==> src/pkg/ppc_map.vh <==
`ifndef PPC_MAP_VH
`define PPC_MAP_VH

// register byte addresses
`define PPC_ADDR_PU0      16'hff30
`define PPC_ADDR_PU2      16'hff32
`define PPC_ADDR_PU3      16'hff33
`define PPC_ADDR_PU4      16'hff34
`define PPC_ADDR_PU5      16'hff35
`define PPC_ADDR_PU6      16'hff36
`define PPC_ADDR_PU7      16'hff37
`define PPC_ADDR_PULLUP_SEL_PORT12     16'hff3c
`define PPC_ADDR_P4MODE   16'hff47
`define PPC_ADDR_PF8      16'hff58
`define PPC_ADDR_PF9      16'hff59
`define PPC_ADDR_KRGRP    16'hff8f

// implemented bit masks, unimplemented bits read zero
`define PPC_MASK_PU0      8'h3f
`define PPC_MASK_PU2      8'h3f
`define PPC_MASK_PU3      8'h1f
`define PPC_MASK_PU4      8'hff
`define PPC_MASK_PU5      8'hff
`define PPC_MASK_PU6      8'hf0
`define PPC_MASK_PU7      8'h0f
`define PPC_MASK_PULLUP_SEL_PORT12     8'h01
`define PPC_MASK_P4MODE   8'h07
`define PPC_MASK_KRGRP    8'h01

// reset values
`define PPC_RST_BYTE      8'h00
`define PPC_RST_DIR       8'hff

// port 4 mode codes
`define PPC_P4_SINGLE     3'h0
`define PPC_P4_KEYRET     3'h1

// pin function codes
`define PPC_PF_SEGMENT    8'h00
`define PPC_PF_OUTPORT    8'hff

// key return pin groups
`define PPC_KR_ALL        8'hff
`define PPC_KR_LOW        8'h0f
`define PPC_KR_NONE       8'h00

`endif

==> src/rtl/ppc_top.v <==
// Behaviour
// - a set pull-up bit connects the pull-up in input and output mode
// - pull-up bit n drives pin n; 1 connects; unimplemented bits read zero
// - port 1 has no pull-ups; port 6 low pins only by mask option
// - port 4 mode bits 2..0: 000 single-chip, 001 key-return, rest prohibited
// - port 4 mode and key group registers take bit and byte writes, reset 00h
// - key-return mode detects falling edges on port 4 pins
// - group bit 0 uses all eight pins, 1 only the lower four
// - key group register resets 00h, only bit 0 implemented
// - key group bit is written once after reset
// - pin function registers are write-only, byte writes only, reset 00h
// - pin function 00h selects lcd segments, ffh output-only port
// - pin function written once, only with 00h or ffh
// - direction bit 0 enables output buffer, 1 input, reset all ones
`timescale 1ns/1ps
`include "ppc_map.vh"

module ppc_pu_reg #(
   parameter [15:0] ADDR = 16'h0000,
   parameter [7:0]  MASK = 8'hff
) (
   input  wire        clk_in,
   input  wire        nrst_in,
   input  wire [15:0] addr_in,
   input  wire        wr_in,
   input  wire        bit_in,
   input  wire [2:0]  bit_sel_in,
   input  wire [7:0]  wdata_in,
   output wire [7:0]  q_out
);

   reg  [7:0] q_q;
   reg  [7:0] q_d;
   wire [7:0] bit_mask;

   assign bit_mask = 8'h01 << bit_sel_in;
   assign q_out    = q_q;

   always @* begin
      q_d = q_q;
      if (wr_in && (addr_in == ADDR)) begin
         if (bit_in) begin
            q_d = (q_q & ~bit_mask) | (wdata_in[0] ? bit_mask : 8'h00);
         end else begin
            q_d = wdata_in;
         end
      end
      q_d = q_d & MASK;
   end

   always @(posedge clk_in) begin
      if (!nrst_in) begin
         q_q <= `PPC_RST_BYTE;
      end else begin
         q_q <= q_d;
      end
   end

endmodule

module ppc_top #(
   parameter [3:0] P6_LOW_PU = 4'h0
) (
   input  wire        clk_in,
   input  wire        nrst_in,
   input  wire [15:0] cpu_addr_in,
   input  wire        cpu_wr_in,
   input  wire        cpu_bit_in,
   input  wire [2:0]  cpu_bit_sel_in,
   input  wire [7:0]  cpu_wdata_in,
   input  wire        cpu_rd_in,
   output reg  [7:0]  cpu_rdata_out,
   input  wire [7:0]  port4_pins_in,
   input  wire [7:0]  port8_direction_in,
   input  wire [7:0]  port9_direction_in,
   output wire [7:0]  pullup_p0_out,
   output wire [7:0]  pullup_p2_out,
   output wire [7:0]  pullup_p3_out,
   output wire [7:0]  pullup_p4_out,
   output wire [7:0]  pullup_p5_out,
   output reg  [7:0]  pullup_p6_out,
   output wire [7:0]  pullup_p7_out,
   output wire [7:0]  pullup_p12_out,
   output reg         port4_key_mode_out,
   output reg  [7:0]  key_pins_out,
   output reg         key_return_out,
   output reg  [7:0]  key_edge_out,
   output reg         port8_segment_out,
   output reg         port9_segment_out,
   output reg  [7:0]  port8_drive_out,
   output reg  [7:0]  port9_drive_out
);

   wire [7:0] pu0;
   wire [7:0] pu2;
   wire [7:0] pu3;
   wire [7:0] pu4;
   wire [7:0] pu5;
   wire [7:0] pu6;
   wire [7:0] pu7;
   wire [7:0] pullup_sel_port12;

   reg  [2:0] p4_mode_q;
   reg  [2:0] p4_mode_d;
   reg        kr_group_q;
   reg        kr_group_d;
   reg        kr_lock_q;
   reg        kr_lock_d;
   reg  [7:0] pf8_q;
   reg  [7:0] pf8_d;
   reg        pf8_lock_q;
   reg        pf8_lock_d;
   reg  [7:0] pf9_q;
   reg  [7:0] pf9_d;
   reg        pf9_lock_q;
   reg        pf9_lock_d;
   reg  [7:0] pins_prev_q;
   reg  [7:0] rdata_d;
   reg  [7:0] key_mask_d;
   reg  [7:0] merged;

   wire [7:0] bit_mask;
   wire       wr_mode;
   wire       wr_kr;
   wire       wr_pf8;
   wire       wr_pf9;
   wire       pf_code_ok;
   wire [7:0] edges;

   assign bit_mask = 8'h01 << cpu_bit_sel_in;
   assign wr_mode  = cpu_wr_in && (cpu_addr_in == `PPC_ADDR_P4MODE);
   assign wr_kr    = cpu_wr_in && (cpu_addr_in == `PPC_ADDR_KRGRP);
   assign wr_pf8   = cpu_wr_in && !cpu_bit_in && (cpu_addr_in == `PPC_ADDR_PF8);
   assign wr_pf9   = cpu_wr_in && !cpu_bit_in && (cpu_addr_in == `PPC_ADDR_PF9);
   assign pf_code_ok = (cpu_wdata_in == `PPC_PF_SEGMENT) ||
                       (cpu_wdata_in == `PPC_PF_OUTPORT);

   // pull-up follows its bit, direction is not looked at
   ppc_pu_reg #(.ADDR(`PPC_ADDR_PU0), .MASK(`PPC_MASK_PU0)) u_pu0 (
      .clk_in     (clk_in),
      .nrst_in    (nrst_in),
      .addr_in    (cpu_addr_in),
      .wr_in      (cpu_wr_in),
      .bit_in     (cpu_bit_in),
      .bit_sel_in (cpu_bit_sel_in),
      .wdata_in   (cpu_wdata_in),
      .q_out      (pu0)
   );
   ppc_pu_reg #(.ADDR(`PPC_ADDR_PU2), .MASK(`PPC_MASK_PU2)) u_pu2 (
      .clk_in     (clk_in),
      .nrst_in    (nrst_in),
      .addr_in    (cpu_addr_in),
      .wr_in      (cpu_wr_in),
      .bit_in     (cpu_bit_in),
      .bit_sel_in (cpu_bit_sel_in),
      .wdata_in   (cpu_wdata_in),
      .q_out      (pu2)
   );
   ppc_pu_reg #(.ADDR(`PPC_ADDR_PU3), .MASK(`PPC_MASK_PU3)) u_pu3 (
      .clk_in     (clk_in),
      .nrst_in    (nrst_in),
      .addr_in    (cpu_addr_in),
      .wr_in      (cpu_wr_in),
      .bit_in     (cpu_bit_in),
      .bit_sel_in (cpu_bit_sel_in),
      .wdata_in   (cpu_wdata_in),
      .q_out      (pu3)
   );
   ppc_pu_reg #(.ADDR(`PPC_ADDR_PU4), .MASK(`PPC_MASK_PU4)) u_pu4 (
      .clk_in     (clk_in),
      .nrst_in    (nrst_in),
      .addr_in    (cpu_addr_in),
      .wr_in      (cpu_wr_in),
      .bit_in     (cpu_bit_in),
      .bit_sel_in (cpu_bit_sel_in),
      .wdata_in   (cpu_wdata_in),
      .q_out      (pu4)
   );
   ppc_pu_reg #(.ADDR(`PPC_ADDR_PU5), .MASK(`PPC_MASK_PU5)) u_pu5 (
      .clk_in     (clk_in),
      .nrst_in    (nrst_in),
      .addr_in    (cpu_addr_in),
      .wr_in      (cpu_wr_in),
      .bit_in     (cpu_bit_in),
      .bit_sel_in (cpu_bit_sel_in),
      .wdata_in   (cpu_wdata_in),
      .q_out      (pu5)
   );
   // port 6 keeps only the upper four selects
   ppc_pu_reg #(.ADDR(`PPC_ADDR_PU6), .MASK(`PPC_MASK_PU6)) u_pu6 (
      .clk_in     (clk_in),
      .nrst_in    (nrst_in),
      .addr_in    (cpu_addr_in),
      .wr_in      (cpu_wr_in),
      .bit_in     (cpu_bit_in),
      .bit_sel_in (cpu_bit_sel_in),
      .wdata_in   (cpu_wdata_in),
      .q_out      (pu6)
   );
   ppc_pu_reg #(.ADDR(`PPC_ADDR_PU7), .MASK(`PPC_MASK_PU7)) u_pu7 (
      .clk_in     (clk_in),
      .nrst_in    (nrst_in),
      .addr_in    (cpu_addr_in),
      .wr_in      (cpu_wr_in),
      .bit_in     (cpu_bit_in),
      .bit_sel_in (cpu_bit_sel_in),
      .wdata_in   (cpu_wdata_in),
      .q_out      (pu7)
   );
   ppc_pu_reg #(.ADDR(`PPC_ADDR_PULLUP_SEL_PORT12), .MASK(`PPC_MASK_PULLUP_SEL_PORT12)) u_pullup_sel_port12 (
      .clk_in     (clk_in),
      .nrst_in    (nrst_in),
      .addr_in    (cpu_addr_in),
      .wr_in      (cpu_wr_in),
      .bit_in     (cpu_bit_in),
      .bit_sel_in (cpu_bit_sel_in),
      .wdata_in   (cpu_wdata_in),
      .q_out      (pullup_sel_port12)
   );

   assign pullup_p0_out  = pu0;
   assign pullup_p2_out  = pu2;
   assign pullup_p3_out  = pu3;
   assign pullup_p4_out  = pu4;
   assign pullup_p5_out  = pu5;
   assign pullup_p7_out  = pu7;
   assign pullup_p12_out = pullup_sel_port12;

   // merged byte for the bit-wide path of mode and key group registers
   always @* begin
      if (cpu_bit_in) begin
         merged = bit_mask & {8{cpu_wdata_in[0]}};
      end else begin
         merged = cpu_wdata_in;
      end
   end

   always @* begin
      p4_mode_d  = p4_mode_q;
      kr_group_d = kr_group_q;
      kr_lock_d  = kr_lock_q;
      pf8_d      = pf8_q;
      pf8_lock_d = pf8_lock_q;
      pf9_d      = pf9_q;
      pf9_lock_d = pf9_lock_q;
      // bit write touches only the addressed bit
      if (wr_mode) begin
         if (cpu_bit_in) begin
            if (cpu_bit_sel_in < 3'h3) begin
               p4_mode_d = (p4_mode_q & ~bit_mask[2:0]) | merged[2:0];
            end
         end else begin
            p4_mode_d = merged[2:0];
         end
      end
      // first write locks the group bit
      if (wr_kr && !kr_lock_q) begin
         kr_lock_d = 1'b1;
         if (!cpu_bit_in || (cpu_bit_sel_in == 3'h0)) begin
            kr_group_d = merged[0];
         end
      end
      // a prohibited code neither stores nor locks
      if (wr_pf8 && !pf8_lock_q && pf_code_ok) begin
         pf8_d      = cpu_wdata_in;
         pf8_lock_d = 1'b1;
      end
      if (wr_pf9 && !pf9_lock_q && pf_code_ok) begin
         pf9_d      = cpu_wdata_in;
         pf9_lock_d = 1'b1;
      end
   end

   // group bit picks eight or four pins
   always @* begin
      key_mask_d = `PPC_KR_NONE;
      case (p4_mode_q)
         `PPC_P4_KEYRET: begin
            key_mask_d = kr_group_q ? `PPC_KR_LOW : `PPC_KR_ALL;
         end
         default: begin
            key_mask_d = `PPC_KR_NONE;
         end
      endcase
   end

   // falling edge on a participating pin
   assign edges = pins_prev_q & ~port4_pins_in & key_mask_d;

   always @* begin
      rdata_d = 8'h00;
      case (cpu_addr_in)
         `PPC_ADDR_PU0:    rdata_d = pu0;
         `PPC_ADDR_PU2:    rdata_d = pu2;
         `PPC_ADDR_PU3:    rdata_d = pu3;
         `PPC_ADDR_PU4:    rdata_d = pu4;
         `PPC_ADDR_PU5:    rdata_d = pu5;
         `PPC_ADDR_PU6:    rdata_d = pu6;
         `PPC_ADDR_PU7:    rdata_d = pu7;
         `PPC_ADDR_PULLUP_SEL_PORT12:   rdata_d = pullup_sel_port12;
         `PPC_ADDR_P4MODE: rdata_d = {5'h00, p4_mode_q};
         `PPC_ADDR_KRGRP:  rdata_d = {7'h00, kr_group_q};
         default:          rdata_d = 8'h00;
      endcase
   end

   always @(posedge clk_in) begin
      if (!nrst_in) begin
         p4_mode_q          <= 3'h0;
         kr_group_q         <= 1'b0;
         kr_lock_q          <= 1'b0;
         pf8_q              <= `PPC_RST_BYTE;
         pf8_lock_q         <= 1'b0;
         pf9_q              <= `PPC_RST_BYTE;
         pf9_lock_q         <= 1'b0;
         pins_prev_q        <= 8'hff;
         cpu_rdata_out      <= 8'h00;
         pullup_p6_out      <= 8'h00;
         port4_key_mode_out <= 1'b0;
         key_pins_out       <= 8'h00;
         key_return_out     <= 1'b0;
         key_edge_out       <= 8'h00;
         port8_segment_out  <= 1'b1;
         port9_segment_out  <= 1'b1;
         port8_drive_out    <= 8'h00;
         port9_drive_out    <= 8'h00;
      end else begin
         p4_mode_q          <= p4_mode_d;
         kr_group_q         <= kr_group_d;
         kr_lock_q          <= kr_lock_d;
         pf8_q              <= pf8_d;
         pf8_lock_q         <= pf8_lock_d;
         pf9_q              <= pf9_d;
         pf9_lock_q         <= pf9_lock_d;
         pins_prev_q        <= port4_pins_in;
         if (cpu_rd_in) begin
            cpu_rdata_out <= rdata_d;
         end
         // low port 6 pull-ups come only from the mask option
         pullup_p6_out      <= {pu6[7:4], P6_LOW_PU};
         port4_key_mode_out <= (p4_mode_q == `PPC_P4_KEYRET);
         key_pins_out       <= key_mask_d;
         key_return_out     <= |edges;
         key_edge_out       <= edges;
         port8_segment_out  <= (pf8_q != `PPC_PF_OUTPORT);
         port9_segment_out  <= (pf9_q != `PPC_PF_OUTPORT);
         // direction 0 turns the output buffer on
         port8_drive_out    <= (pf8_q == `PPC_PF_OUTPORT) ? ~port8_direction_in : 8'h00;
         port9_drive_out    <= (pf9_q == `PPC_PF_OUTPORT) ? ~port9_direction_in : 8'h00;
      end
   end

endmodule

==> config.mk <==
export PLATFORM = sky130hd
export DESIGN_NAME = ppc_top
export DESIGN_NICKNAME = d
export VERILOG_FILES = /design/src/rtl/ppc_top.v
export VERILOG_INCLUDE_DIRS = /design/src /design/src/pkg
export SDC_FILE = /design/constraint.sdc
export NUM_CORES = 1
export LEC_CHECK = 0
export ABC_AREA = 1
export BUFFER_PORTS_ARGS = -buffer_cell sky130_fd_sc_hd__buf_4
export CAP_MARGIN = 40
export CORE_AREA = 2 2 118 120
export CTS_CLUSTER_DIAMETER = 50
export DETAILED_ROUTE_END_ITERATION = 10
export DIE_AREA = 0 0 120 122
export GPL_TIMING_DRIVEN = 0
export HOLD_SLACK_MARGIN = 0.06
export PLACE_DENSITY = 0.74
export SLEW_MARGIN = 20
export SYNTH_ARGS = -nofsm -noshare
export SYNTH_HDL_FRONTEND = slang
export SYNTH_SLANG_ARGS = --single-unit
==> constraint.sdc <==
create_clock -name clk_in -period 1.2 [get_ports clk_in]
set_input_delay 0.12 -clock clk_in [delete_from_list [all_inputs] [get_ports clk_in]]
set_output_delay 0.12 -clock clk_in [all_outputs]
set_load 0.02 [all_outputs]
==> impl_metrics.ini, run 1 <==
[outcome]
status = finished, violations left
failed_checks = negative setup slack

[critical_path]
r2r_slack_ns = -0.05
critPathRequiredTime_ns = 1.49
cp_data_arrival_time_ns = 1.54
worstSetupEndpointType = register
cp-start-kind = register
endpoint = pf9_q[1]$_SDFFE_PN0P_
worst-setup-path-type = reg2reg
crit_start = pf9_lock_q$_SDFFE_PN0P_
reg2reg_depth = 6
crit_fanout = 8
r2r_start = pf9_lock_q$_SDFFE_PN0P_
r2r-end = pf9_q[1]$_SDFFE_PN0P_

[clock_network]
clock_latency_ns = 0.41
cts_num_sinks = 114
cts_tree = yes
cts-root-buf = clkbuf_16
cts_buffer_depth = 2
cts_buffers = 17
path_clk_slew_ns = 0.06
htree_levels = 4

[logic_synthesis]
syn_area_per_cell_um2 = 7.43
yosysWarnings = 0
syn-instance-count = 690
synthArstFlopShare_pct = 0
synth_cell_type_count = 42
synth_edf_count = 0
yosysSeqAreaShare_pct = 44.5
syn_area_mm2 = 0.00513
synth.ff_latch_count = 114
synth-main-ff-cell = dfxtp_1

[job]
cap_violations = 0

[pwr]
p_seq_share_pct = 40.5
p_leak_nw = 3.48
internal-power_w = 0.00721
switchingPower_w = 0.00218
finalPower_w = 0.00939
power.share.switching_pct = 23.2
pwr-share-clk_pct = 51.8
pwr-share-comb_pct = 7.7
p_per_area_mw_per_mm2 = 1240
vdd_drop_max_mv = 0.973

[global_route]
grt_pass1_vias = 4809
grt_max_degree = 17
grt_antenna_before_repair = 0
overflow = 0
grtUsageTotal_pct = 21.5
grt_pass1_wl_mm = 24.4

[place]
detailed_place_hpwl_mm = 11.4
gp_congestion = 0.921
io_buffers = 139

[worst_hold_path]
min_path_cells = 3
hp-class = in2reg

[finish]
area_delta_synth_final_pct = 47.9
utilization_pct = 56.2
final_common_cell = buf_4
drive_above_1_share_pct = 31.8
final_cell_mix = 187 x buf_4, 122 x nand2_1, 110 x dfxtp_1, 83 x nor2_1, 65 x inv_1
fin_nets = 970
diodes = 0

[sta]
fin_crit_sh_pct = 104
fin_skew_ns = 0.00765
whs_ns = 0.0571
min_period_ns = 1.25
relSlewSlack_pct = 53.6
timing.final.ws_setup_ns = -0.0468
tightestPinTransition_ns = 0.697
finalSetupViolCount = 8
final-max-slew-violation-count = 0
hold_viol = 0
rsz0062_at_grt = yes
fmax_ghz = 0.802

[detailed_routing]
route.detailed.drc = 0
vias_per_cell = 4.87
firstDrtPassIters = 5
wl_per_cell_um = 14.7
drtIter0Drc = 439
drt_wl_total_mm = 16.2
ant_nets = 0
via_count = 5381

[floorplanning]
rows = 43
fp.dieH_um = 122
die_w_um = 120
start_util_pct = 38.0
ios = 164
fp.dieArea_mm2 = 0.0146
coreArea_mm2 = 0.0135
## power groups by stage
| stage | Combinational [W] | Clock (W) | Sequential, W |
|---|---|---|---|
| finish | 0.000722 | 0.00486 | 0.00381 |
| global route | 0.000781 | 0.00511 | 0.00380 |
| CTS | 0.000693 | 0.00491 | 0.00380 |
| detailed placement | 0.000615 | 0 | 0.00389 |
| global placement | 0.000611 | 0 | 0.00389 |
| floorplan | 0.000357 | 0 | 0.00388 |
## logic make-up (layout without fill, tap and decap cells)
family                 Yosys count  after routing  synth area share [%]
flip-flops                     114            114                  44.5
AND/OR/NAND/NOR                344            344                  31.9
other                            1             22                0.0731
buffers and inverters          123            336                  11.6
AO/OA/AOI/OAI                  108            108                  11.9
## how the worst min path moves through the flow
| stage | from | end |
|---|---|---|
| after floorplan | port8_direction_in[0] | port8_drive_out[0]$_SDFF_PN0_ |
| after global placement | port8_direction_in[1] | port8_drive_out[1]$_SDFF_PN0_ |
| after detailed placement | port8_direction_in[7] | port8_drive_out[7]$_SDFF_PN0_ |
| after CTS | cpu_wdata_in[7] | register |
| after global routing | cpu_wdata_in[7] | register |
| final | cpu_wdata_in[7] | register |
## synthesized netlist by cell type, types with 2 or more instances
library cell	instances	area, um^2
buf_4	31	233
nor2_4	8	90.1
buf_2	4	20.0
o21ai_0	29	145
a21oi_1	53	265
a31oi_1	5	31.3
nor2_2	13	81.3
a311oi_1	3	26.3
nor2_1	90	338
inv_1	69	259
nand2_2	5	31.3
nand3_1	59	295
or2_0	5	31.3
nand2_4	5	56.3
nand3b_1	3	22.5
clkbuf_1	8	30.0
a22oi_1	4	30.0
nand4_1	7	43.8
o31ai_1	2	15.0
a211oi_1	7	52.6
nor4_1	4	25.0
inv_2	7	26.3
nand2_1	126	473
nor2_8	2	40.0
nor3_1	11	55.1
dfxtp_1	114	2280
## layer usage
metal | vias to the layer above | share of wire, % | routed length (um) | track usage, %
met1 | 2414 | 41 | 6680 | 27.4
met4 | 0 | 3.3 | 528 | 10.1
met3 | 43 | 8.9 | 1440 | 4.96
met2 | 279 | 47 | 7530 | 34.3
li1 | 2645 | - | - | -
met5 | - | 0 | 0 | 0
## area by class of cell
| class | instances | area, um^2 |
|---|---|---|
| Clock inverter | 10 | 113 |
| Fill cell | 1278 | 5920 |
| Inverter | 79 | 314 |
| Timing Repair inverter | 1 | 7.51 |
| Sequential cell | 114 | 2290 |
| Multi-Input combinational cell | 474 | 2430 |
| Buffer | 43 | 302 |
| Tap cell | 180 | 225 |
| Clock buffer | 19 | 453 |
| Timing Repair Buffer | 184 | 1460 |
## stage by stage
stage	setup WS (ns)	area (um^2)	setup TNS [ns]	cells
after CTS	-0.0342	7410	-0.177	1091
final	-0.0468	7590	-0.240	1104
after global placement	-0.553	6500	-25.25	1030
after global routing	-0.141	7590	-1.61	1104
after floorplan	-0.0598	5230	-0.478	711
after detailed placement	-0.543	6500	-26.18	1030
## critical path, stage by stage, from the launching register on
cell     delay [ns]
dfxtp_2        0.32
nor2_2         0.07
nand2_1        0.07
nor3_2         0.23
nand2_2        0.11
o21ai_4        0.25
nor2_1         0.08
## repair_timing
| action | 4_1_cts | 5_1_grt |
|---|---|---|
| endpoints found under the setup margin | 32 | 64 |
| setup buffers | 6 | 12 |
| endpoints found under the hold margin | 35 | 0 |
| pin swaps | 6 | 19 |
| gates resized for setup | 9 | 29 |
| hold buffers | 27 | 0 |
| cloned | 0 | 1 |
Note: power is estimated with default switching activity, not from simulation.
==> run 2, diff against run 1 <==
Settings changed: SETUP_SLACK_MARGIN set to 0.3.
==> run 2 against run 1 <==
Net effect: the flow still finishes with violations (negative setup slack); clock-buffer cell count fell by 2; clock power rose by 11%; core utilization rose by 20 points; non-clock buffer count rose by 57; maximum frequency fell by 7.1%; highest routed layer unchanged.
==> impl_metrics.ini, run 2 (synthesis results as in run 1) <==
[clock_network]
cts_buffer_depth = 2
htree_levels = 4
path_clk_slew_ns = 0.06
cts_num_sinks = 114
cts_buffers = 17
cts-root-buf = clkbuf_16
cts_tree = yes
clock_latency_ns = 0.42

[sta]
rsz0062_at_grt = yes
finalSetupViolCount = 22
hold_viol = 0
timing.final.ws_setup_ns = -0.142
final-max-slew-violation-count = 0
min_period_ns = 1.34
whs_ns = 0.0562
fin_crit_sh_pct = 112
fin_skew_ns = 0.00550
fmax_ghz = 0.745
tightestPinTransition_ns = 0.839
relSlewSlack_pct = 44.1

[critical_path]
r2r-end = pf9_q[7]$_SDFFE_PN0P_
worstSetupEndpointType = register
r2r_slack_ns = -0.14
crit_slowest_cell = dfxtp_1
worst-setup-path-type = reg2reg
max_stage_delay_ns = 0.31
critPathRequiredTime_ns = 1.51
cp_data_arrival_time_ns = 1.65
r2r_start = pf9_lock_q$_SDFFE_PN0P_
reg2reg_depth = 6
crit_chain = nor2_1 > nand2_1 > nor3_2 > nand2_2 > o21ai_4 > nor2_1
crit_buf_inv = 0
crit_fanout = 8
cpLargestDelayFamily = simple AND/OR/NAND/NOR gates
crit_top_cell = nor2_1
cp-start-kind = register

[finish]
area_delta_synth_final_pct = 99.7
drive_above_1_share_pct = 67.4
final_common_cell = buf_6
nFillCells = 786
fin_cells = 1165
final_cell_mix = 134 x buf_6, 99 x buf_4, 77 x dfxtp_2, 65 x nand2_1, 49 x nor2_1
fin_nets = 1028
fin_area_mm2 = 0.0102
diodes = 0

[worst_hold_path]
hp-class = in2reg
min_path_cells = 3
min_from = cpu_wdata_in[7]

[global_route]
grt_max_degree = 17
overflow = 0
grt_pass1_wl_mm = 28.4
grt_antenna_before_repair = 0
grtUsageTotal_pct = 25.1
grt_pass1_vias = 5545

[place]
gp_congestion = 0.980
detailed_place_hpwl_mm = 11.6
dp_cells = 1030
dpl_worst_slack_ns = -0.500
io_buffers = 139
place_area_mm2 = 0.00688

[outcome]
status = finished, violations left
failed_checks = negative setup slack

[detailed_routing]
ant_nets = 0
firstDrtPassIters = 7
via_count = 6410
route.detailed.drc = 0
wl_per_cell_um = 20.2
drt_wl_total_mm = 23.5
drtIter0Drc = 508
vias_per_cell = 5.50

[floorplanning]
ios = 164
coreArea_mm2 = 0.0135
rows = 43
die_w_um = 120
fp.dieH_um = 122
fp.dieArea_mm2 = 0.0146
start_util_pct = 38.0

[job]
cap_violations = 0

[pwr]
finalPower_w = 0.0102
p_per_area_mw_per_mm2 = 995
vdd_drop_max_mv = 0.960
p_leak_nw = 4.28
[run 2: cell types whose count changed in the layout (fill, tap and decap cells not counted), moves of 31 or more]
| cell | before | now |
|---|---|---|
| nand2_2 | 7 | 42 |
| buf_4 | 187 | 99 |
| nand2_1 | 122 | 65 |
| buf_6 | 2 | 134 |
| nand3_1 | 58 | 14 |
| nor2_1 | 83 | 49 |
| dfxtp_2 | 4 | 77 |
| dfxtp_1 | 110 | 20 |
| nor2_4 | 12 | 43 |
[run 2: cell type report]
| cell class | instances | area (um^2) | share of cell area [%] |
|---|---|---|---|
| plain buffers | 44 | 380 | 3.71 |
| repair buffers | 240 | 2480 | 24.2 |
| flip-flops and latches | 114 | 2440 | 23.8 |
| repair inverters | 1 | 11.3 | 0.110 |
| multi-input cells | 475 | 3660 | 35.8 |
| well taps | 180 | 225 | 2.20 |
| inverters | 79 | 424 | 4.14 |
| clock inverters | 15 | 189 | 1.84 |
| clock buffers | 17 | 425 | 4.15 |
[run 2: metrics by stage]
step                utilization [%]  setup TNS [ns]
finish                         75.8           -1.51
global route                   75.8           -2.51
CTS                            67.1          -0.151
detailed placement             51.0          -24.85
global placement               51.0          -23.84
floorplan                         -          -0.492
[run 2: repair_timing]
action,CTS,global route
gates resized for setup,302,247
hold endpoints to repair,36,0
hold buffers,26,0
buffers inserted,45,28
endpoints found under the setup margin,186,188
cloned,1,3
pin swaps,80,104
[run 2: power breakdown]
group,switching (W),leakage [nW],internal [W],total (W)
sequential,0.0000109,0.972,0.00376,0.00377
combinational,0.000638,3.01,0.000395,0.00103
clock,0.00222,0.299,0.00318,0.00540
total,0.00287,4.28,0.00733,0.0102
[run 2: worst max path at each step]
stage	endpoint	startpoint	slack, ns	depth (start not counted)
6_report	pf9_q[7]$_SDFFE_PN0P_	pf9_lock_q$_SDFFE_PN0P_	-0.14	6
5_1_grt	pf9_q[2]$_SDFFE_PN0P_	pf9_lock_q$_SDFFE_PN0P_	-0.15	6
4_1_cts	pf8_q[3]$_SDFFE_PN0P_	pf8_lock_q$_SDFFE_PN0P_	-0.02	6
3_5_place_dp	pf8_q[2]$_SDFFE_PN0P_	cpu_addr_in[12]	-0.50	8
3_3_place_gp	pf8_q[6]$_SDFFE_PN0P_	cpu_addr_in[15]	-0.47	8
2_1_floorplan	pf8_q[0]$_SDFFE_PN0P_	cpu_wr_in	-0.06	8
[run 2: tightest hold or removal path, stage by stage]
cell	delay [ns]
buf_4	0.09
a21oi_1	0.10
a21oi_1	0.13
[run 2: per-layer routing]
layer / GRT usage [%] / wire length (um) / vias to the layer above
li1: - / - / 2789
met1: 29.2 / 8350 / 3018
met2: 42.5 / 11700 / 461
met3: 5.48 / 1840 / 142
met4: 14.4 / 1630 / 0
met5: 0 / 0 / -
